**src/boot_pkg.sv**
```systemverilog
package boot_pkg;
    // tile clock
    localparam int unsigned CLK_PERIOD_NS   = 8;
    // internal reset phase, least and longest figure
    localparam int unsigned RESET_MIN_NS    = 15000;
    localparam int unsigned RESET_MAX_NS    = 150000;
    localparam int unsigned RESET_CYCLES    = (RESET_MIN_NS + CLK_PERIOD_NS - 1) / CLK_PERIOD_NS;
    localparam int unsigned RESET_MAX_CYC   = RESET_MAX_NS / CLK_PERIOD_NS;
    localparam int unsigned CNT_W           = 12;
    // security register
    localparam int unsigned SEC_W           = 32;
    localparam int unsigned SEC_BOOT_BIT    = 5;
    // image format
    localparam logic [31:0] SKIP_CRC        = 32'h0d15ab1e;
    localparam logic [31:0] CRC_POLY        = 32'hedb88320;
    localparam logic [31:0] CRC_INIT        = 32'hffffffff;
    // flash access: quad output read, one command byte, 24 address bits, 8 dummy clocks
    localparam logic [7:0]  FLASH_READ_CMD  = 8'h6b;
    localparam logic [23:0] FLASH_START     = 24'h000000;
    localparam int unsigned CMD_BITS        = 32;
    localparam int unsigned DUMMY_CLKS      = 8;
    // sclk phase counter: low for phases 0..1, high for 2..3
    localparam logic [1:0]  PH_LAST         = 2'h3;
    // otp and ram
    localparam int unsigned OTP_AW          = 11;
    localparam logic [OTP_AW-1:0] OTP_START = 11'h000;
    localparam logic [31:0] RAM_BASE        = 32'h00000000;

    // boot sequence
    typedef enum logic [2:0] {ST_RESET, ST_CMD, ST_DUMMY, ST_DATA, ST_CHECK, ST_RUN, ST_FAIL} boot_state_t;
    // which field of the image is arriving
    typedef enum logic [1:0] {F_COUNT, F_PROG, F_CRC} field_t;
endpackage

```
**src/crc32_byte.sv**
```systemverilog
`timescale 1ns/1ns
// registered crc-32 engine, one byte per enable
module crc32_byte (
    input  wire logic        clk,
    input  wire logic        rst_b,
    input  wire logic        init,
    input  wire logic        en,
    input  wire logic [7:0]  data,
    output logic      [31:0] crc_q
);
    import boot_pkg::*;

    logic [31:0] crc_d;  // next register value

    // eight reflected bit steps per byte
    always_comb begin
        logic [31:0] c;
        c = crc_q;
        crc_d = crc_q;
        if (init) begin
            crc_d = CRC_INIT;
        end else if (en) begin
            for (int i = 0; i < 8; i++) begin
                c = ((c[0] ^ data[i]) != 1'b0) ? ((c >> 1) ^ CRC_POLY) : (c >> 1);
            end
            crc_d = c;
        end
    end

    // register
    always_ff @(posedge clk or negedge rst_b) begin
        if (!rst_b) begin
            crc_q <= CRC_INIT;
        end else begin
            crc_q <= crc_d;
        end
    end
endmodule // crc32_byte

```
**src/boot_image_loader.sv**
```systemverilog
`timescale 1ns/1ns
module boot_image_loader #(
    parameter int unsigned RAM_AW = 15  // word address width of sram
) (
    input  wire logic                          clk,
    input  wire logic                          rst_b,
    input  wire logic [boot_pkg::SEC_W-1:0]    security_reg,
    output logic                               pulldown_en_q,
    output logic                               spi_sclk_q,
    output logic                               spi_cs_b_q,
    output logic      [3:0]                    spi_io_o_q,
    output logic      [3:0]                    spi_io_oe_q,
    input  wire logic [3:0]                    spi_io_i,
    output logic                               otp_rd_q,
    output logic      [boot_pkg::OTP_AW-1:0]   otp_addr_q,
    input  wire logic [31:0]                   otp_rdata,
    output logic                               ram_we_q,
    output logic      [RAM_AW-1:0]             ram_addr_q,
    output logic      [31:0]                   ram_wdata_q,
    output logic                               core_run_q,
    output logic      [31:0]                   start_pc_q,
    output logic                               boot_error_q,
    output logic                               boot_src_otp_q
);
    import boot_pkg::*;

    localparam logic [31:0] RAM_WORDS = 32'(1) << RAM_AW;  // sram size in words

    // elaboration check: refuse sizes the address and reset counters cannot serve
    if (RAM_AW < 1 || RAM_AW > 30) begin : g_bad_ram_aw
        $error("RAM_AW out of range");
    end
    if (RESET_CYCLES >= (1 << CNT_W) || RESET_CYCLES > RESET_MAX_CYC) begin : g_bad_reset_cnt
        $error("reset count does not fit");
    end

    // flash input pins, two-stage synchroniser
    logic [3:0] io_s1_q;  // first stage, read by second only
    logic [3:0] io_s2_q;  // usable sample

    always_ff @(posedge clk or negedge rst_b) begin
        if (!rst_b) begin
            io_s1_q <= 4'h0;
            io_s2_q <= 4'h0;
        end else begin
            io_s1_q <= spi_io_i;
            io_s2_q <= io_s1_q;
        end
    end

    // sequencer state
    boot_state_t      state_q,  state_d;
    field_t           field_q,  field_d;
    logic [CNT_W-1:0] cnt_q,    cnt_d;     // reset, command and dummy counter
    logic [1:0]       ph_q,     ph_d;      // sclk phase
    logic [31:0]      sh_q,     sh_d;      // command shifter
    logic             nib_q,    nib_d;     // high nibble held
    logic [3:0]       hi_q,     hi_d;      // held high nibble
    logic [31:0]      oword_q,  oword_d;   // otp word being split
    logic [1:0]       obyte_q,  obyte_d;   // byte of otp word
    logic             have_q,   have_d;    // otp word present
    logic [31:0]      asm_q,    asm_d;     // word assembly
    logic [1:0]       bc_q,     bc_d;      // byte within word
    logic [31:0]      size_q,   size_d;    // program size in words
    logic [31:0]      widx_q,   widx_d;    // next ram word
    logic [31:0]      check_q,  check_d;   // trailing check word
    // output next values
    logic                pulldown_d, sclk_d, cs_b_d, otp_rd_d, ram_we_d, run_d, err_d, src_d;
    logic [3:0]          io_o_d, io_oe_d;
    logic [OTP_AW-1:0]   otp_addr_d;
    logic [RAM_AW-1:0]   ram_addr_d;
    logic [31:0]         ram_wdata_d, start_pc_d;
    // byte stream to the consumer
    logic                byte_v;
    logic [7:0]          byte_val;
    logic                flash_on, tick;
    logic [31:0]         crc_q;

    // crc over count and program bytes
    crc32_byte u_crc (
        .clk   (clk),
        .rst_b (rst_b),
        .init  (state_q == ST_RESET),
        .en    (byte_v && field_q != F_CRC),
        .data  (byte_val),
        .crc_q (crc_q)
    );

    // next-state logic of the whole sequence
    always_comb begin
        state_d = state_q; field_d = field_q; cnt_d = cnt_q; sh_d = sh_q;
        nib_d = nib_q; hi_d = hi_q; oword_d = oword_q; obyte_d = obyte_q; have_d = have_q;
        asm_d = asm_q; bc_d = bc_q; size_d = size_q; widx_d = widx_q; check_d = check_q;
        pulldown_d = 1'b0;
        cs_b_d = spi_cs_b_q; io_o_d = spi_io_o_q; io_oe_d = spi_io_oe_q;
        otp_rd_d = 1'b0; otp_addr_d = otp_addr_q; ram_we_d = 1'b0;
        ram_addr_d = ram_addr_q; ram_wdata_d = ram_wdata_q;
        run_d = core_run_q; err_d = boot_error_q; start_pc_d = start_pc_q; src_d = boot_src_otp_q;
        byte_v = 1'b0; byte_val = 8'h00;
        // flash clock runs only while the flash is being read
        flash_on = !boot_src_otp_q && (state_q == ST_CMD || state_q == ST_DUMMY || state_q == ST_DATA);
        ph_d = flash_on ? ph_q + 2'h1 : 2'h0;
        sclk_d = ph_d[1];
        tick = flash_on && ph_q == PH_LAST;  // falling edge next; data sampled now
        unique case (state_q)
            ST_RESET: begin
                // internal reset phase
                cnt_d = cnt_q + 1'b1;
                if (cnt_q == CNT_W'(RESET_CYCLES - 1)) begin
                    cnt_d = '0;
                    src_d = security_reg[SEC_BOOT_BIT];
                    if (security_reg[SEC_BOOT_BIT]) begin
                        state_d = ST_DATA;
                        otp_rd_d = 1'b1;
                        otp_addr_d = OTP_START;
                    end else begin
                        state_d = ST_CMD;
                        cs_b_d = 1'b0;
                        sh_d = {FLASH_READ_CMD, FLASH_START};
                        io_oe_d = 4'h1;
                        io_o_d = {3'b000, FLASH_READ_CMD[7]};
                    end
                end
            end
            ST_CMD: begin
                // command and address, msb first on io0
                if (tick) begin
                    sh_d = sh_q << 1;
                    io_o_d = {3'b000, sh_q[30]};
                    cnt_d = cnt_q + 1'b1;
                    if (cnt_q == CNT_W'(CMD_BITS - 1)) begin
                        state_d = ST_DUMMY;
                        cnt_d = '0;
                        io_oe_d = 4'h0;
                        io_o_d = 4'h0;
                    end
                end
            end
            ST_DUMMY: begin
                // wait clocks before data
                if (tick) begin
                    cnt_d = cnt_q + 1'b1;
                    if (cnt_q == CNT_W'(DUMMY_CLKS - 1)) begin
                        state_d = ST_DATA;
                        cnt_d = '0;
                    end
                end
            end
            ST_DATA: begin
                if (!boot_src_otp_q) begin
                    // two nibbles per byte, high first, storage order
                    if (tick) begin
                        nib_d = !nib_q;
                        if (!nib_q) begin
                            hi_d = io_s2_q;
                        end else begin
                            byte_v = 1'b1;
                            byte_val = {hi_q, io_s2_q};
                        end
                    end
                end else if (otp_rd_q) begin
                    // otp word stands while the read strobe is high; taken at the edge that ends it
                    oword_d = otp_rdata;
                    have_d = 1'b1;
                    obyte_d = 2'h0;
                end else if (have_q) begin
                    // bytes of an otp word, least significant first
                    byte_v = 1'b1;
                    byte_val = oword_q[7:0];
                    oword_d = oword_q >> 8;
                    obyte_d = obyte_q + 2'h1;
                    if (obyte_q == 2'h3) begin
                        have_d = 1'b0;
                        otp_rd_d = 1'b1;
                        otp_addr_d = otp_addr_q + 1'b1;
                    end
                end
                // consumer: assemble words lsb first
                if (byte_v) begin
                    asm_d = {byte_val, asm_q[31:8]};
                    bc_d = bc_q + 2'h1;
                    if (bc_q == 2'h3) begin
                        unique case (field_q)
                            F_COUNT: begin
                                size_d = asm_d;
                                widx_d = '0;
                                field_d = (asm_d == 32'h0) ? F_CRC : F_PROG;
                                if (asm_d > RAM_WORDS) begin
                                    state_d = ST_FAIL;
                                    err_d = 1'b1;
                                    cs_b_d = 1'b1;
                                end
                            end
                            F_PROG: begin
                                ram_we_d = 1'b1;
                                ram_addr_d = widx_q[RAM_AW-1:0];
                                ram_wdata_d = asm_d;
                                widx_d = widx_q + 32'h1;
                                if (widx_q + 32'h1 == size_q) field_d = F_CRC;
                            end
                            F_CRC: begin
                                check_d = asm_d;
                                state_d = ST_CHECK;
                                cs_b_d = 1'b1;
                            end
                        endcase
                    end
                end
            end
            ST_CHECK: begin
                // skip marker or inverted residue must match
                if (check_q == SKIP_CRC || ~crc_q == check_q) begin
                    state_d = ST_RUN;
                    run_d = 1'b1;
                    start_pc_d = RAM_BASE;
                end else begin
                    state_d = ST_FAIL;
                    err_d = 1'b1;
                end
            end
            ST_RUN, ST_FAIL: begin
                // hold until next reset
            end
        endcase
    end

    // registers; everything resets while reset pin is low
    always_ff @(posedge clk or negedge rst_b) begin
        if (!rst_b) begin
            state_q <= ST_RESET; field_q <= F_COUNT; cnt_q <= '0; ph_q <= 2'h0; sh_q <= '0;
            nib_q <= 1'b0; hi_q <= 4'h0; oword_q <= '0; obyte_q <= 2'h0; have_q <= 1'b0;
            asm_q <= '0; bc_q <= 2'h0; size_q <= '0; widx_q <= '0; check_q <= '0;
            pulldown_en_q <= 1'b1;
            spi_sclk_q <= 1'b0; spi_cs_b_q <= 1'b1; spi_io_o_q <= 4'h0; spi_io_oe_q <= 4'h0;
            otp_rd_q <= 1'b0; otp_addr_q <= '0; ram_we_q <= 1'b0; ram_addr_q <= '0;
            ram_wdata_q <= '0; core_run_q <= 1'b0; start_pc_q <= '0; boot_error_q <= 1'b0;
            boot_src_otp_q <= 1'b0;
        end else begin
            state_q <= state_d; field_q <= field_d; cnt_q <= cnt_d; ph_q <= ph_d; sh_q <= sh_d;
            nib_q <= nib_d; hi_q <= hi_d; oword_q <= oword_d; obyte_q <= obyte_d; have_q <= have_d;
            asm_q <= asm_d; bc_q <= bc_d; size_q <= size_d; widx_q <= widx_d; check_q <= check_d;
            pulldown_en_q <= pulldown_d;
            spi_sclk_q <= sclk_d; spi_cs_b_q <= cs_b_d; spi_io_o_q <= io_o_d; spi_io_oe_q <= io_oe_d;
            otp_rd_q <= otp_rd_d; otp_addr_q <= otp_addr_d; ram_we_q <= ram_we_d; ram_addr_q <= ram_addr_d;
            ram_wdata_q <= ram_wdata_d; core_run_q <= run_d; start_pc_q <= start_pc_d; boot_error_q <= err_d;
            boot_src_otp_q <= src_d;
        end
    end

    // checks
    property p_reset_wait;
        @(posedge clk) disable iff (!rst_b)
        (state_q == ST_RESET && cnt_q < CNT_W'(RESET_CYCLES - 1)) |=> state_q == ST_RESET;
    endproperty
    a_reset_wait: assert property (p_reset_wait) else $error("boot left reset phase early");

    property p_pulldown;
        @(posedge clk) disable iff (!rst_b)
        state_q != ST_RESET |-> !pulldown_en_q;
    endproperty
    a_pulldown: assert property (p_pulldown) else $error("pull-downs still on after reset");

    property p_src;
        @(posedge clk) disable iff (!rst_b)
        (state_q != ST_RESET && $past(state_q) == ST_RESET) |-> boot_src_otp_q == $past(security_reg[SEC_BOOT_BIT]);
    endproperty
    a_src: assert property (p_src) else $error("wrong boot source chosen");

    property p_otp_no_flash;
        @(posedge clk) disable iff (!rst_b)
        boot_src_otp_q |-> spi_cs_b_q && !spi_sclk_q;
    endproperty
    a_otp_no_flash: assert property (p_otp_no_flash) else $error("flash touched in otp boot");

    property p_cmd_start;
        @(posedge clk) disable iff (!rst_b)
        $fell(spi_cs_b_q) |-> spi_io_oe_q == 4'h1 && spi_io_o_q[0] == FLASH_READ_CMD[7] && !spi_sclk_q;
    endproperty
    a_cmd_start: assert property (p_cmd_start) else $error("flash command not started correctly");

    property p_prog_bound;
        @(posedge clk) disable iff (!rst_b)
        ram_we_q |-> 32'(ram_addr_q) < size_q && !core_run_q ##1 !ram_we_q;
    endproperty
    a_prog_bound: assert property (p_prog_bound) else $error("ram write outside program");

    property p_skip;
        @(posedge clk) disable iff (!rst_b)
        (state_q == ST_CHECK && check_q == SKIP_CRC) |=> core_run_q && !boot_error_q;
    endproperty
    a_skip: assert property (p_skip) else $error("skip marker did not start program");

    property p_mismatch;
        @(posedge clk) disable iff (!rst_b)
        (state_q == ST_CHECK && check_q != SKIP_CRC && ~crc_q != check_q) |=> boot_error_q && !core_run_q;
    endproperty
    a_mismatch: assert property (p_mismatch) else $error("crc mismatch not flagged");

    property p_run_pc;
        @(posedge clk) disable iff (!rst_b)
        $rose(core_run_q) |-> start_pc_q == RAM_BASE ##1 core_run_q[*3];
    endproperty
    a_run_pc: assert property (p_run_pc) else $error("program start address wrong");
endmodule // boot_image_loader

```
**config.mk**
```make
export PLATFORM = sky130hd
export DESIGN_NAME = boot_image_loader
export DESIGN_NICKNAME = d
export VERILOG_FILES = /design/src/boot_pkg.sv /design/src/crc32_byte.sv /design/src/boot_image_loader.sv
export SDC_FILE = /design/constraint.sdc
export NUM_CORES = 1
export LEC_CHECK = 0
export ABC_AREA = 1
export BUFFER_PORTS_ARGS = -buffer_cell sky130_fd_sc_hd__buf_2
export CORE_MARGIN = 2
export CORE_UTILIZATION = 55
export CTS_CLUSTER_DIAMETER = 150
export DETAILED_ROUTE_END_ITERATION = 10
export HOLD_SLACK_MARGIN = 0.03
export PLACE_DENSITY = 0.76
export SYNTH_ARGS = -nofsm -noshare
export SYNTH_HDL_FRONTEND = slang
export SYNTH_SLANG_ARGS = --single-unit
```
**constraint.sdc**
```tcl
create_clock -name clk -period 2.5 [get_ports clk]
set_clock_uncertainty 0.1 [all_clocks]
set_input_delay 0.125 -clock clk [delete_from_list [all_inputs] [get_ports clk]]
set_output_delay 0.125 -clock clk [all_outputs]
set_load 0.01 [all_outputs]
```
==> impl_results.md, run 1 <==
- First-pass GRT wire length: 70420 um
- Leakage power total: 0.009370 uW
- Clk_lat worst skew: 0.55 ns
- Initial DRC Count: 1380
- Die W: 172.4 um
- Total CTS buffers: 31
- Tcrit/Tclk final: 98.88%
- Rel. slew slack: 58.21%
- Port Buffers: 106
- Ys async rst share: 100.0%
- Ys Warns: 0
- Clock Path Buffers: 3
- Minimum clock period: 2.472 ns
- Setup crit end kind: flip-flop
- Met3 routed WL: 2607 um
- Ant. Diodes: 0
- Vias in the first global route: 13640
- Adder-cell share of the synthesized area: 0.5613%
- Critical Path AT: 2.82 ns
- Worst vdd ir: 559.6 uV
- Final Max Tran Viols: 0
- Total Routing Usage GR: 30.34%
- Area fraction of the dominant cell type after synthesis: 41.86%
- Clock root cell: clkbuf_16
- Standard-cell row count: 61
- Utilization after layout: 68.80%
- DRT met1 WL: 19200 um
- Outcome: completed
- Post-synthesis xor/xnor area fraction: 3.512%
- Worst slew pin tran: 0.6203 ns
- Core ar.: 27860 um2
- Initial core utilization: 56.01%
- Grt ovf: 0
- Post-synthesis sequential area ratio: 47.59%
- Max Cap Viol: 0
- Power Dens Cells: 667.5 nW/um2
- Largest net degree at the start of global routing: 76
- Crit path required time: 2.85 ns
- Die Area: 29730 um2
- Synth Instances: 2023
- Area leader, netlist: dfrtp_1
- Die Ht: 172.4 um
- CP Class: reg2reg
- DR WL met2: 21020 um
- Post-synth top cells: 573 x nand2_1, 261 x dfrtp_1, 259 x inv_1
- Initial antenna violation count: 0
- Peak Freq: 404.5 MHz
- Nets: 2351
- Primary FF master, synth: dfrtp_1
- Count leader, synth: nand2_1
- Number of remaining DRC errors: 0
- Post-synth EDFFs: 0
- Total wire length: 44460 um
- DP HPWL: 32020 um
- ANT nets after route: 0
- Endpoints failing setup: 0
- Crit path max fanout: 6
- Worst min path class: in2reg
- Placer Congestion: 0.9288
- Post-synthesis simple-gate area fraction: 26.42%
- Mux cell area share after synthesis: 0%
- I/O pin count: 176
- First-pass DRT Iterations: 6
- Vias: 14290
- Clk sink count: 295
- Synthesized area: 15600 um2
- Synth cell types: 49
- Top post-synthesis cells by area: dfrtp_1 42%, nand2_1 14%, o21ai_0 6.4%
- CTS tree: done
- Fin. Hold Viols: 0
- WL/cell: 16.61 um
- Highest metal used: met4
- Largest family of logic cells by synthesized area: simple AND/OR/NAND/NOR gates
- Synth Area in Compound Gates: 11.94%
- Share of layout cells above drive strength 1: 20.10%
- Post-Route Setup TNS: 0 ns
- Startpoint type of the worst setup path: flip-flop
- RSZ-0062 raised after global routing: true
- Via-to-Cell Ratio: 5.341
- Yosys reg bits: 295
- Htree depth: 1
- Syn-to-layout area delta: 22.85%
- Clock slew at reported path FFs: 0.06 ns
- Syn_area_per_cell: 7.713 um2
[worst paths after layout]
path                        startpoint         end  slack, ns  cells past startpoint
setup / recovery             widx_q[1]  field_q[0]       0.03                     14
hold / removal             spi_io_i[1]  io_s1_q[1]       0.12                      2
setup reg to reg             widx_q[1]  field_q[0]       0.03                     14
hold reg to reg             io_s1_q[3]  io_s2_q[3]       0.25                      0
max in group asynchronous        rst_b  spi_cs_b_q       1.74                      3
min in group asynchronous        rst_b  widx_q[19]       0.13                      3
[sequential cells by signal, indices dropped and copies added (netlist names), 7 cells and up]
register and count:
oword_q 32, size_q 32, widx_q 32, ram_wdata_q 32, u_crc.crc_q 32, check_q 32
ram_addr_q 15, otp_addr_q 11, cnt_q 12, sh_q 7, asm_q 24
[layout make-up]
class	instances	area, um2
fillers	2288	8691
repair buffers	273	1992
clock inverters	10	152.6
clock buffers	47	915.9
inverters	271	1031
multi-input cells	1402	7174
well taps	378	473.0
flip-flops and latches	295	7428
[cells in the final DEF, fill, tap and decap left out, drive strengths merged, types with 3 or more instances in the layout]
cell type	instances
nand2	586
inv	269
dfrtp	261
buf	235
o21ai	206
nor2	158
nand3	123
o22ai	49
clkbuf	47
xor2	44
conb	39
dlygate4sd3	38
dfstp	34
nand4	33
a21oi	31
nor3	30
o211ai	26
xnor2	16
or2	14
nor4	10
ha	7
clkinv	6
nand3b	5
nor3b	5
a22oi	4
o31ai	4
bufinv	4
o21a	3
[routing by layer]
metal	GRT usage, %	vias to the layer above
li1	-	6924
met4	11.33	0
met3	4.349	103
met5	0	-
met2	49.57	470
met1	41.23	6796
[critical path: stages, from the launching register on]
cell     delay [ns]
dfrtp_1        0.43
ha_2           0.22
nand2_2        0.08
nor2_4         0.26
nand4_1        0.19
nand2_1        0.12
nand2_1        0.06
nand2_2        0.07
nand3_2        0.09
nor3_4         0.23
nand4_1        0.17
nor2_1         0.14
nand4_1        0.09
nand2_1        0.07
nand2_1        0.05
[timing repair]
| action | 4_1_cts | 5_1_grt |
|---|---|---|
| setup endpoints to repair | 16 | 84 |
| hold endpoints to repair | 300 | 0 |
| hold buffers | 39 | 0 |
| buffers inserted | 0 | 9 |
| gates resized for setup | 6 | 114 |
| pin swaps | 0 | 34 |
[kinds of logic after synthesis]
kind of cell	after synthesis
flops	295
fa+ha+maj	7
other cells	1
simple gates	966
xor+xnor	60
compound gates	330
buf+inv	364
[stage by stage]
stage | setup slack, ns | total power, uW | instance area (um2) | std cells | hold WS, ns
after floorplan | 0.2984 | 6918 | 15750 | 2061 | -0.2706
after global placement | -0.02243 | 7686 | 17200 | 2571 | -0.04993
after detailed placement | -0.06367 | 7719 | 17200 | 2571 | -0.04998
after CTS | 0.003112 | 12580 | 18700 | 2667 | 0.1006
after global routing | -0.1341 | 13350 | 19170 | 2676 | 0.1230
final | 0.02807 | 12790 | 19170 | 2676 | 0.1165
[report_power, final]
group | internal [uW] | switching (uW)
Sequential | 5130 | 330
Combinational | 1070 | 1440
Clock | 2920 | 1900
Note: power is estimated with default switching activity, not from simulation.
==> run 2: changes to the inputs <==
--- a/config.mk
+++ b/config.mk
@@ -13,6 +13,7 @@
 export DETAILED_ROUTE_END_ITERATION = 10
 export HOLD_SLACK_MARGIN = 0.03
 export PLACE_DENSITY = 0.76
+export SETUP_SLACK_MARGIN = 0.15
 export SYNTH_ARGS = -nofsm -noshare
 export SYNTH_HDL_FRONTEND = slang
 export SYNTH_SLANG_ARGS = --single-unit
==> run 2 against run 1 <==
  * Cell area increased by 6.0%
  * First-iteration DRC count increased by 3.3%
  * Non-clock buffer count increased by 40
  * Global-route usage increased by 0.34 points
  * Routed wire length increased by 7.5%
  * Core utilization increased by 4.1 points
  * Hold slack got worse by 0.0046 ns
  * Power increased by 7.2%
  * Clock-buffer cell count unchanged
  * Maximum frequency decreased by 4.6%
  * The run now ends with setup timing left
  * Highest routed layer unchanged
  * Largest cell class is now multi-input gates
==> impl_results.md, run 2 (same netlist as run 1, synthesis figures left out) <==
- CP Class: reg2reg
- Core ar.: 27860 um2 (unchanged)
- RSZ-0062 raised after global routing: true
- Grt ovf: 0 (unchanged)
- Failing checks: setup timing
- Vias in the first global route: 13790 (+1.1%)
- Total CTS buffers: 31 (unchanged)
- CP peak stage delay: 0.45 ns (+0.02 ns)
- Commonest non-fill, non-tap cells in the layout: 489 x nand2_1, 253 x dfrtp_1, 248 x inv_1
- Crit-path slowest cell: dfrtp_2
- Commonest non-fill, non-tap cell in the layout: nand2_1
- Endpoints failing setup: 3 (+3)
- Crit path max fanout: 7 (+1)
- Worst slew pin tran: 0.6108 ns (-0.009527 ns)
- First-pass GRT wire length: 71140 um (+1.0%)
- Total wire length: 47780 um (+7.5%)
- Die Ht: 172.4 um (unchanged)
- Die Area: 29730 um2 (unchanged)
- Placed cell area: 17200 um2 (unchanged)
- Clock slew at reported path FFs: 0.06 ns (about the same)
- Clk sink count: 295 (unchanged)
- Initial antenna violation count: 0 (unchanged)
- Power Dens Cells: 674.9 nW/um2 (+1.1%)
- Worst min path class: in2reg
- I/O pin count: 176 (unchanged)
- Largest net degree at the start of global routing: 76 (unchanged)
- Share of layout cells above drive strength 1: 26.22% (+6.1 points)
- CP top delay family: simple AND/OR/NAND/NOR gates
- Syn-to-layout area delta: 30.22%
- Crit path required time: 2.88 ns (+0.03 ns)
- DP HPWL: 32020 um (unchanged)
- Final Max Tran Viols: 0 (unchanged)
- Clk_lat worst skew: 0.56 ns (about the same)
- Standard-cell row count: 61 (unchanged)
- Ant. Diodes: 0 (unchanged)
- Initial DRC Count: 1425 (+3.3%)
- Fin. Hold Viols: 0 (unchanged)
- Startpoint type of the worst setup path: flip-flop
- Leakage power total: 0.009739 uW (+3.9%)
- Tcrit/Tclk final: 103.6% (+4.7 points)
- Placer Congestion: 0.9288 (unchanged)
- Htree depth: 1 (unchanged)
- Minimum clock period: 2.591 ns (+0.1187 ns)
- Total Routing Usage GR: 30.68% (+0.34 points)
- Max Cap Viol: 0 (unchanged)
- Critical Path AT: 2.97 ns (+0.15 ns)
- Port Buffers: 106 (unchanged)
- WL/cell: 17.59 um (+5.9%)
- CTS tree: done
- Outcome: finished with violations
- Clock root cell: clkbuf_16
- Via-to-Cell Ratio: 5.473 (+2.5%)
- ANT nets after route: 0 (unchanged)
- Peak Freq: 386.0 MHz (-4.6%)
- Nets: 2391 (+1.7%)
- Vias: 14870 (+4.0%)
- Number of remaining DRC errors: 0 (unchanged)
- Initial core utilization: 56.01% (unchanged)
- Fin worst setup slack: -0.09060 ns (-0.1187 ns)
- Design area: 20320 um2 (+6.0%)
- Setup crit end kind: flip-flop
- Clock Path Buffers: 3 (unchanged)
- CP Cell Sequence: nor2_4, buf_4, nand3_4, o22ai_4, nand2_2, nand2_2, nand2_4, buf_4, xor2_2, xor2_4, o22ai_2, a21oi_1
- CP Buf/Inv Count: 2 (+2)
- Die W: 172.4 um (unchanged)
- First-pass DRT Iterations: 5 (-1)
- Worst vdd ir: 590.5 uV (+5.5%)
- Rel. slew slack: 58.85% (+0.64 points)
- Utilization after layout: 72.93% (+4.1 points)
run 2: stage by stage:
stage | hold WS, ns | TNS (ns) | std cells | worst slack [ns] | power [uW]
after CTS | 0.1006 | 0 | 2670 | 0.1080 | 12610
after global routing | 0.1239 | -0.9817 | 2716 | -0.1348 | 14210
after detailed placement | -0.04998 | -0.3322 | 2571 | -0.06367 | 7719
after global placement | -0.04993 | -0.03416 | 2571 | -0.02243 | 7686
after floorplan | -0.2706 | 0 | 2061 | 0.2984 | 6918
final | 0.1119 | -0.1655 | 2716 | -0.09060 | 13710
run 2: power breakdown:
group	leakage, uW	internal (uW)	switching (uW)	total, uW
logic	0.00553	1460	1900	3360
clock network	0.000525	2920	1930	4850
registers	0.00368	5140	364	5500
total	0.00974	9510	4200	13700
run 2: what timing repair did:
item	4_1_cts	5_1_grt
endpoints found under the hold margin	300	0
hold buffers	39	0
endpoints found under the setup margin	82	112
pin swaps	5	84
resized for setup	41	281
buffers inserted	3	46
run 2: final timing paths:
check	startpoint	endpoint	slack, ns	cells past startpoint
min in group asynchronous	rst_b	widx_q[19]	0.13	3
max reg2reg	state_q[2]	u_crc.crc_q[15]	-0.09	12
max in group asynchronous	rst_b	widx_q[7]	1.74	3
min	spi_io_i[1]	io_s1_q[1]	0.11	2
max	state_q[2]	u_crc.crc_q[15]	-0.09	12
min reg2reg	io_s1_q[3]	io_s2_q[3]	0.24	0
run 2: routing by layer:
| metal | vias up | global-route usage [%] | wire (um) |
|---|---|---|---|
| met4 | 0 | 12.42 | 2486 |
| met1 | 7056 | 41.49 | 19450 |
| met3 | 162 | 4.303 | 3222 |
| met5 | - | 0 | 0 |
| met2 | 643 | 49.97 | 22620 |
| li1 | 7004 | - | - |
run 2: cell type report:
type | instances | area (um2)
clock buffers | 47 | 915.9
clock inverters | 10 | 152.6
fillers | 2056 | 7541
inverters | 271 | 1041
multi-input cells | 1402 | 7884
flip-flops and latches | 295 | 7435
well taps | 378 | 473.0
repair buffers | 313 | 2416
run 2: worst reg2reg max path, stage by stage (launching register included):
cell and delay (ns):
dfrtp_2 0.45, nor2_4 0.17, buf_4 0.15, nand3_4 0.09, o22ai_4 0.26, nand2_2 0.12
nand2_2 0.11, nand2_4 0.11, buf_4 0.16, xor2_2 0.31, xor2_4 0.25, o22ai_2 0.09
a21oi_1 0.13
